<file path="src/dcct_pkg.sv">
package dcct_pkg;
  // Data path and buffer shape
  localparam int DATA_W     = 8;
  localparam int FIFO_DEPTH = 32;
  localparam int WB_ADR_W   = 5;

  // Register byte offsets
  localparam logic [4:0] OFS_SIZE = 5'h00;
  localparam logic [4:0] OFS_PTR  = 5'h04;
  localparam logic [4:0] OFS_CTRL = 5'h08;
  localparam logic [4:0] OFS_STAT = 5'h0c;

  // Reset values
  localparam logic [15:0] SIZE_RESET = 16'h0000;
  localparam logic [15:0] PTR_RESET  = 16'h0000;
  localparam logic        CTRL_RESET = 1'b0;

  // Field positions
  localparam int FIELD_MSB    = 15;
  localparam int CTRL_PAT_BIT = 0;
  localparam int STAT_MOV_BIT = 0;
  localparam int STAT_LVL_LSB = 8;

  // Channel sequencing
  typedef enum logic [1:0]
  {
    ST_IDLE = 2'b01,
    ST_MOVE = 2'b10
  } dcct_state_type;
endpackage

</file>
<file path="src/dcct_fifo_if.sv">
`timescale 1ns/1ps
interface dcct_fifo_if #(parameter int WIDTH = 8, parameter int DEPTH = 32);
  logic                   wrValid;
  logic                   wrReady;
  logic [WIDTH-1:0]       wrData;
  logic                   rdValid;
  logic                   rdReady;
  logic [WIDTH-1:0]       rdData;
  logic [$clog2(DEPTH):0] level;

  // Buffer side
  modport store (input wrValid, wrData, rdReady,
                 output wrReady, rdValid, rdData, level);
  // Channel side
  modport user (output wrValid, wrData, rdReady,
                input wrReady, rdValid, rdData, level);
endinterface

</file>
<file path="src/dcct_fifo.sv">
`timescale 1ns/1ps
module dcct_fifo #(
  parameter int WIDTH = 8,
  parameter int DEPTH = 32
) (
  input  wire logic  clock,
  input  wire logic  rst_n,
  input  wire logic  ce,
  dcct_fifo_if.store port
);
  localparam int AW = $clog2(DEPTH);

  logic [WIDTH-1:0] mem [DEPTH];
  logic [AW-1:0]    wrPtr;
  logic [AW-1:0]    rdPtr;
  logic [AW:0]      count;
  logic [AW-1:0]    next_wrPtr;
  logic [AW-1:0]    next_rdPtr;
  logic [AW:0]      next_count;
  logic             doWr;
  logic             doRd;

  // Honest flags; a write into a full buffer is never taken
  assign port.wrReady = (count != (AW+1)'(DEPTH));
  assign port.rdValid = (count != '0);
  assign port.rdData  = mem[rdPtr];
  assign port.level   = count;

  ////////////////////////////////////////////////////////////////////
  // Pointer and fill arithmetic
  always_comb
  begin
    doWr       = ce & port.wrValid & port.wrReady;
    doRd       = ce & port.rdValid & port.rdReady;
    next_wrPtr = doWr ? AW'(wrPtr + 1'b1) : wrPtr;
    next_rdPtr = doRd ? AW'(rdPtr + 1'b1) : rdPtr;
    next_count = count;
    if (doWr && !doRd)
      next_count = (AW+1)'(count + 1'b1);
    else if (doRd && !doWr)
      next_count = (AW+1)'(count - 1'b1);
  end

  always_ff @(posedge clock or negedge rst_n)
  begin
    if (!rst_n)
    begin
      wrPtr <= '0;
      rdPtr <= '0;
      count <= '0;
    end
    else
    begin
      wrPtr <= next_wrPtr;
      rdPtr <= next_rdPtr;
      count <= next_count;
    end
  end

  // Storage has no reset; only the count entries from rdPtr onward are ever read
  always_ff @(posedge clock)
  begin
    if (doWr)
      mem[wrPtr] <= port.wrData;
  end
endmodule

</file>
<file path="src/dcct_top.sv">
`timescale 1ns/1ps
module dcct_top (
  input  wire logic                          clock,
  input  wire logic                          rst_n,
  input  wire logic                          ce,
  input  wire logic                          wb_cyc_i,
  input  wire logic                          wb_stb_i,
  input  wire logic                          wb_we_i,
  input  wire logic [dcct_pkg::WB_ADR_W-1:0] wb_adr_i,
  input  wire logic [3:0]                    wb_sel_i,
  input  wire logic [31:0]                   wb_dat_i,
  output      logic [31:0]                   wb_dat_o,
  output      logic                          wb_ack_o,
  input  wire logic                          inByteValid,
  input  wire logic [dcct_pkg::DATA_W-1:0]   inByteData,
  output      logic                          inByteReady,
  input  wire logic                          cellStart,
  input  wire logic                          patternMatch,
  output      logic                          outByteValid,
  output      logic [dcct_pkg::DATA_W-1:0]   outByteData,
  input  wire logic                          outByteReady,
  output      logic                          cellDone
);
  dcct_pkg::dcct_state_type state;
  dcct_pkg::dcct_state_type next_state;
  logic [15:0]              cellByteCount;
  logic [15:0]              next_cellByteCount;
  logic [15:0]              cellProgressPointer;
  logic [15:0]              next_cellProgressPointer;
  logic                     patternMode;
  logic                     next_patternMode;
  logic [31:0]              next_wb_dat_o;
  logic                     next_wb_ack_o;
  logic                     wbReq;
  logic [4:0]               wordAdr;
  logic                     moving;
  logic                     moveByte;
  logic                     lastByte;
  logic                     patClear;
  logic [15:0]              ptrPlusOne;
  logic [15:0]              wrLow;

  dcct_fifo_if #(.WIDTH(dcct_pkg::DATA_W), .DEPTH(dcct_pkg::FIFO_DEPTH))
    fifoBus ();

  dcct_fifo #(.WIDTH(dcct_pkg::DATA_W), .DEPTH(dcct_pkg::FIFO_DEPTH))
    u_fifo (
      .clock (clock),
      .rst_n (rst_n),
      .ce    (ce),
      .port  (fifoBus.store)
    );

  ////////////////////////////////////////////////////////////////////
  // Byte path: source fills the buffer, the channel drains it
  assign fifoBus.wrValid = inByteValid & ce;
  assign fifoBus.wrData  = inByteData;
  assign inByteReady     = fifoBus.wrReady & ce; // Full buffer stalls source
  assign moving          = (state == dcct_pkg::ST_MOVE);
  assign fifoBus.rdReady = moving & outByteReady;
  assign outByteValid    = ce & moving & fifoBus.rdValid;
  assign outByteData     = fifoBus.rdData;

  // Cell bookkeeping terms
  assign moveByte   = outByteValid & outByteReady;
  assign ptrPlusOne = cellProgressPointer + 16'h0001;
  // Compare on >= so a smaller size written mid-cell still ends it
  assign lastByte   = (ptrPlusOne >= cellByteCount);
  assign patClear   = ce & patternMode & patternMatch;
  assign cellDone   = moveByte & lastByte & ~patClear;

  ////////////////////////////////////////////////////////////////////
  // Channel sequencing and cell pointer
  always_comb
  begin
    next_state               = state;
    next_cellProgressPointer = cellProgressPointer;
    case (state)
      dcct_pkg::ST_IDLE:
      begin
        // A zero cell size moves nothing, so the event is dropped
        if (ce && cellStart && !patClear && cellByteCount != 16'h0000)
          next_state = dcct_pkg::ST_MOVE;
      end
      dcct_pkg::ST_MOVE:
      begin
        if (patClear || cellDone)
          next_state = dcct_pkg::ST_IDLE;
      end
      default:
        next_state = dcct_pkg::ST_IDLE;
    endcase
    if (patClear)
      next_cellProgressPointer = dcct_pkg::PTR_RESET;
    else if (moveByte)
    begin
      if (lastByte)
        next_cellProgressPointer = dcct_pkg::PTR_RESET;
      else
        next_cellProgressPointer = ptrPlusOne;
    end
  end

  always_ff @(posedge clock or negedge rst_n)
  begin
    if (!rst_n)
    begin
      state               <= dcct_pkg::ST_IDLE;
      cellProgressPointer <= dcct_pkg::PTR_RESET;
    end
    else if (ce)
    begin
      state               <= next_state;
      cellProgressPointer <= next_cellProgressPointer;
    end
  end

  ////////////////////////////////////////////////////////////////////
  // Wishbone slave: ack one cycle after the request, dropped after one
  assign wbReq   = ce & wb_cyc_i & wb_stb_i & ~wb_ack_o;
  assign wordAdr = {wb_adr_i[4:2], 2'b00};
  assign wrLow   = wb_dat_i[15:0];

  always_comb
  begin
    next_cellByteCount = cellByteCount;
    next_patternMode   = patternMode;
    next_wb_ack_o      = wbReq;
    next_wb_dat_o      = wb_dat_o;
    if (wbReq && wb_we_i)
    begin
      // Upper half has no storage; pointer writes fall through
      case (wordAdr)
        dcct_pkg::OFS_SIZE:
        begin
          if (wb_sel_i[0])
            next_cellByteCount[7:0] = wb_dat_i[7:0];
          if (wb_sel_i[1])
            next_cellByteCount[15:8] = wb_dat_i[15:8];
        end
        dcct_pkg::OFS_CTRL:
        begin
          if (wb_sel_i[0])
            next_patternMode = wb_dat_i[dcct_pkg::CTRL_PAT_BIT];
        end
        default:
          next_patternMode = patternMode;
      endcase
    end
    if (wbReq && !wb_we_i)
    begin
      next_wb_dat_o = 32'h0000_0000;
      case (wordAdr)
        dcct_pkg::OFS_SIZE:
          next_wb_dat_o[dcct_pkg::FIELD_MSB:0] = cellByteCount;
        dcct_pkg::OFS_PTR:
          next_wb_dat_o[dcct_pkg::FIELD_MSB:0] = cellProgressPointer;
        dcct_pkg::OFS_CTRL:
          next_wb_dat_o[dcct_pkg::CTRL_PAT_BIT] = patternMode;
        dcct_pkg::OFS_STAT:
        begin
          next_wb_dat_o[dcct_pkg::STAT_MOV_BIT] = moving;
          next_wb_dat_o[dcct_pkg::STAT_LVL_LSB +: 6] = fifoBus.level;
        end
        default:
          next_wb_dat_o = 32'h0000_0000; // Unmapped reads zero
      endcase
    end
  end

  always_ff @(posedge clock or negedge rst_n)
  begin
    if (!rst_n)
    begin
      cellByteCount <= dcct_pkg::SIZE_RESET;
      patternMode   <= dcct_pkg::CTRL_RESET;
      wb_ack_o      <= 1'b0;
      wb_dat_o      <= 32'h0000_0000;
    end
    else if (ce)
    begin
      cellByteCount <= next_cellByteCount;
      patternMode   <= next_patternMode;
      wb_ack_o      <= next_wb_ack_o;
      wb_dat_o      <= next_wb_dat_o;
    end
  end
endmodule

</file>
<file path="config.mk">
export PLATFORM = sky130hd
export DESIGN_NAME = dcct_top
export DESIGN_NICKNAME = d
export VERILOG_FILES = /design/src/dcct_pkg.sv /design/src/dcct_fifo_if.sv /design/src/dcct_fifo.sv /design/src/dcct_top.sv
export SDC_FILE = /design/constraint.sdc
export NUM_CORES = 1
export LEC_CHECK = 0
export ABC_CLOCK_PERIOD_IN_PS = 7400
export BUFFER_PORTS_ARGS = -buffer_cell sky130_fd_sc_hd__buf_2
export CAP_MARGIN = 20
export CORE_ASPECT_RATIO = 0.75
export CORE_UTILIZATION = 50
export CTS_CLUSTER_DIAMETER = 100
export CTS_CLUSTER_SIZE = 10
export DETAILED_ROUTE_END_ITERATION = 7
export PLACE_DENSITY_LB_ADDON = 0.2
export SLEW_MARGIN = 40
export SYNTH_ARGS = -nofsm -noshare
export SYNTH_HDL_FRONTEND = slang
export SYNTH_SLANG_ARGS = --single-unit
</file>
<file path="constraint.sdc">
create_clock -name clock -period 7.4 [get_ports clock]
set_clock_uncertainty 0.05 [all_clocks]
set_input_delay 1.11 -clock clock [delete_from_list [all_inputs] [get_ports clock]]
set_output_delay 1.11 -clock clock [all_outputs]
set_load 0.03 [all_outputs]
</file>
* Yosys cells after proc, flatten, opt, wreduce, memory -nomap -nowiden *
Memory sizes are Yosys's and may differ from the RTL's.
Index checks and enable logic that the tools add are counted.

storage, ports and cells
  register bits = 68
  bits in writable memories = 256
  bits of input ports = 59
  output and inout bits = 44
  logic and storage cells = 81
  memories kept = 1

memory list
  name        words  bits a word  rd ports  clocked after Yosys merged registers in  wr ports  line             source
  u_fifo.mem  32     8            1         0                                        1         dcct_fifo.sv:13  logic [WIDTH-1:0] mem [DEPTH];

operators by class
  $add $sub $neg = 5
  magnitude comparators = 1
  equality and inequality tests = 8
  muxes and demuxes = 14
  bitwise logic cells = 19
  reductions and logical operators = 23

operator list
  cell                                                 number
  2-to-1 mux 16 bit                                    3
  case mux 6 bit (3 select lines)                      1
  AND 1 bit                                            17
  adder 16 x 1 -> 16 bit, second input constant        1
  >= comparator 16 bit                                 1
  nonzero test 16 bit                                  1
  case mux 7 bit (2 select lines)                      1
  2-to-1 mux 6 bit                                     2
  AND reduction 4 bit                                  3
  adder 5 x 1 -> 5 bit, second input constant          2
  case mux 2 bit (2 select lines)                      2
  logical AND 1 bit                                    7
  adder 6 x 1 -> 6 bit, second input constant          1
  equality test 3 x 2 -> 1 bit, second input constant  2
  != test 6 bit, second input constant                 1
  nonzero test 6 bit                                   1
  subtractor 6 x 1 -> 6 bit, second input constant     1
  logical NOT 5 bit                                    1
  logical NOT 1 bit                                    4
  2-to-1 mux 2 bit                                     2
  case mux 1 bit (4 select lines)                      1
  AND reduction 2 bit                                  2
  nonzero test 2 bit                                   2
  equality test 3 x 1 -> 1 bit, second input constant  1
  other kinds (8)                                      10

* Logic depth before layout (Yosys ltp) *
  word-level depth = 9
  mapped depth = 15
  mapped depth without buffers = 13

* By module *
From an unflattened synthesis, not the netlist that was laid out.

second synthesis, totals
  cells, all modules = 893
  area total of the unflattened synthesis = 14166.1 um^2

modules (own cells, without submodules)
  module     instances  cells an instance  area an instance (um^2)  seq. area each (um^2)
  dcct_fifo  1          560                10910.5                  8087.8
  dcct_top   1          333                3255.6                   1302.5

* Worst setup path before layout *
No wires, ideal clock.

  path kind = reg-to-output
  start = register cellProgressPointer[2]
  end = output port cellDone
  data arrival time = 3351 ps
  required time = 6240 ps
  slack = 2889 ps
  stages on the path, launching flop included = 16
  path buffers = 4
  cells stage by stage = dfrtp_1 > clkbuf_1 > nand3_1 > nor3_1 > and2_0 > clkbuf_1 > and3_1 > xor2_1 > ha_1 > nand4_1 > a21oi_1 > a211o_1 > buf_2 > buf_2 > nor2_1 > nor3_1

between the ends
  word-level cells in the longest chain between the ends = 4

ends and longest elaborated chain
  what                      line             source
  start: declaration        dcct_top.sv:28   logic [15:0] cellProgressPointer;
  start signal: assignment  dcct_top.sv:109  cellProgressPointer <= dcct_pkg::PTR_RESET;
  start signal: assignment  dcct_top.sv:114  cellProgressPointer <= next_cellProgressPointer;
  adder 16 x 1 -> 16 bit    dcct_top.sv:66   assign ptrPlusOne = cellProgressPointer + 16'h0001;
  >= comparator 16 bit      dcct_top.sv:68   assign lastByte = (ptrPlusOne >= cellByteCount);
  AND 1 bit (2 in a row)    dcct_top.sv:70   assign cellDone = moveByte & lastByte & ~patClear;
  end: declaration          dcct_top.sv:22   output logic cellDone

Every way passes these cells.

* Final worst setup path *
Same ends and word-level chain as after synthesis.

==> Implementation_results.wiki <==
{| class="wikitable"
! Metric !! Value
|-
| Run status || finished, final reports clean
|-
| Leakage Power || roughly 0.0055 µW
|-
| All-Layer GR Usage || 21.6%
|-
| Max-slew violation count || 0
|-
| Number of antenna diodes || 0
|-
| Global placer's final weighted congestion || 0.810
|-
| Detail Placement HPWL || 19700 µm
|-
| Final Hold Violating Endpoints || 0
|-
| Average size of a mapped cell || 17.2 µm²
|-
| Clock tree root driver cell || clkbuf_16
|-
| Core box area || 27200 µm²
|-
| Rel. slew slack || ~45%
|-
| Class of the worst hold path || flip-flop to flip-flop
|-
| Share of Yosys cell area claimed by the top area cell type || 55.1%
|-
| Clock tree from TritonCTS || done
|-
| Starting DRT DRC Count || 692
|-
| Setup repair after global routing missed its margin || false
|-
| Setup CP Type || flip-flop to output pin
|-
| Most common flop cell mapped by yosys || edfxtp_1
|-
| Kind of end point of the critical path || output pin
|-
| Crit path setup slack, layout || between 1.5 and 2 ns
|-
| Worst slack at placement || 2.58 ns
|-
| Via count of the routed design || 7522
|-
| Hold Slack || 0.453 ns
|-
| Synth-to-layout area growth || 12.1%
|-
| Synth area leaders || edfxtp_1 (55%), mux4_2 (13%), dfrtp_1 (12%)
|-
| Number of synthesized flops with an enable pin || 256
|-
| Total setup violations reported at the end of the flow || 0
|-
| Maximum number of pins on one net before global-route repair || 69
|-
| First-pass GRT wire length || approximately 46000 µm
|-
| Die H || between 100 and 150 µm
|-
| Total I/O pin count || slightly above 100
|-
| Number of port buffers || 66
|-
| Number of antenna violations at the first check in global routing || 0
|-
| Routed Wire Length || 29900 µm
|-
| Number of distinct library cell variants in the gate-level netlist after synthesis || 63
|-
| Data required time at the worst endpoint || 6.24 ns
|-
| Number of gates resized after CTS || 0
|-
| Count of warnings emitted by yosys || 0
|-
| Number of nets in the layout || 970
|-
| Number of global-route vias before repair || slightly below 8000
|-
| Die Footprint || approximately 29000 µm²
|-
| Clock transition at the registers of the reported paths || about 0.060 ns
|-
| Worst Tran Pin Value || 0.821 ns
|-
| Sort of element at the start of the critical path || flip-flop
|-
| Top library cells by usage in the layout, fill and taps aside || edfxtp_1 (256), mux4_2 (81), buf_2 (66)
|-
| Max Clk Rate || 0.185 GHz
|-
| Routed len/inst || 24.0 µm
|-
| Max Cap Viol || 0
|-
| Biggest area consumer among synthesized cells || edfxtp_1
|-
| Starting Density || 51.3%
|-
| Total DRC errors in the routed layout || 0
|-
| Placed cells || 1194
|-
| Arrival time of the worst setup path || 4.26 ns
|-
| Power per cell area || 311 nW/µm²
|-
| Setup repair bufs after CTS || 0
|-
| Synth Register Bits || 324
|-
| Part of the cycle the worst path needs || 73.2%
|-
| Most frequent standard cell in the layout excluding fill and tap cells || edfxtp_1
|-
| Delay of the slowest critical-path stage || 0.65 ns
|-
| Clock insertion delay at the later pin of the skew report || 0.51 ns
|-
| Worst-path fanout max || 19
|-
| Portion of the post-synthesis area used by sequential elements || between 60% and 70%
|-
| Most Frequent Cell on Critical Path || nor3_1
|-
| Min Tclk post-route || 5.42 ns
|-
| Pre-Repair DR Iteration Count || 5
|-
| Depth of the CTS H-tree || 2
|-
| Worst path slowest cell || nor3_1
|-
| Setup tns final || 0 ns
|-
| Clock buffer count from CTS || 38
|-
| Asr flop ratio synth || between 20% and 30%
|-
| CTS Hold Bufs || 0
|-
| Netlist Area Pre-Place || 14000 µm²
|-
| Cell row count || 52
|-
| Proportion of layout cells with a drive suffix above 1 || 28.2%
|-
| Number of sinks on the clock net || 324
|-
| Critical path, cell by cell || nand3_1 -> nor3_1 -> and2_0 -> and3_1 -> xor2_1 -> ha_1 -> nand4_1 -> a21oi_1 -> a211o_1 -> nor2_1 -> nor3_1 -> buf_2
|-
| Total global routing overflow || 0
|-
| Post-DR vias/cell || 6.03
|-
| Cells after synthesis || 813
|-
| Utilization after layout || 57.5%
|-
| Cell family with most CP delay || simple AND/OR/NAND/NOR gates
|-
| Floorplan die width || 195 µm
|-
| Final standard cell count with taps included and fillers excluded || ~1200
|-
| Bufs and invs on worst path || 1
|-
| Worst ir drop on vdd || between 0.00015 and 0.0002 V
|-
| Deepest clock path buffer count || 3
|-
| Antenna-violating nets left || 0
|}
## logic make-up (layout without fill, tap and decap cells)
family	count (synthesis)	count (layout)	share of synthesized area [%]
AOI/OAI and AO/OA	75	75	4.08
xor gates and xnor gates	26	26	1.63
adders and majority gates	28	28	2.56
buffers and inverters	81	149	2.96
DFF	324	324	67.3
muxes	114	114	15.7
other	1	16	0.0269
and+or+nand+nor	164	164	5.76
## synth_stat cells (all sizes together), types with 3 or more instances
library cell and count:
nor3b 3, xor2 6, nor2b 3, inv 24
o311ai 6, edfxtp 256, and3 6, ha 27
or3 3, o21a 6, a21oi 7, mux2i 6
o21ai 15, xnor2 20, nor2 64, clkbuf 23
nand2 29, mux2 27, nand3 11, buf 33
nor4 6, and2 5, dfrtp 67, nand4 11
a22o 15, mux4 81, a221oi 9, nor3 10
## power breakdown
group	leakage, µW	switching [µW]	internal [µW]
logic	0.00177	550	470
clock network	0.000511	676	955
registers	0.00320	131	2080
## layer usage
layer	global-route usage, %	part of all wire [%]	vias to the layer above
met3	3.70	7.6	44
li1	-	-	3310
met2	33.5	47	264
met1	32.1	43	3904
met4	4.84	1.6	0
met5	0	0	-
## registers in the layout, indices dropped and copies added (netlist names)
name,flops
cellByteCount,16
u_fifo.port.level,6
state,2
u_fifo.wrPtr,5
patternMode,1
u_fifo.rdPtr,5
wb_dat_o,16
cellProgressPointer,16
u_fifo.mem,256
wb_ack_o,1
## per-stage QoR
| stage | cell area (µm²) | power, µW |
|---|---|---|
| floorplan | 14000 | 2960 |
| global placement | 14500 | 3210 |
| detailed placement | 14600 | 3270 |
| CTS | 15600 | 4900 |
| global route | 15600 | 5050 |
| finish | 15600 | 4860 |
## final cells by class
| type | instances | area [µm²] |
|---|---|---|
| well taps | 351 | 439 |
| fillers | 2071 | 11600 |
| clock inverters | 3 | 41.3 |
| inverters | 25 | 98.8 |
| clock buffers | 50 | 1020 |
| multi-input cells | 423 | 4260 |
| flip-flops and latches | 324 | 9400 |
| repair buffers | 71 | 384 |
## final timing paths
kind	depth (start not counted)	to	slack, ns	from
max reg2reg	11	cellProgressPointer[0]	3.30	cellProgressPointer[2]
max	12	cellDone	1.98	cellProgressPointer[2]
min in group asynchronous	2	u_fifo.port.level[4]	0.65	rst_n
max in group asynchronous	2	u_fifo.rdPtr[0]	6.15	rst_n
min reg2reg	1	wb_dat_o[12]	0.45	wb_dat_o[12]
min	1	wb_dat_o[12]	0.45	wb_dat_o[12]
Note: power is estimated with default switching activity, not from simulation.
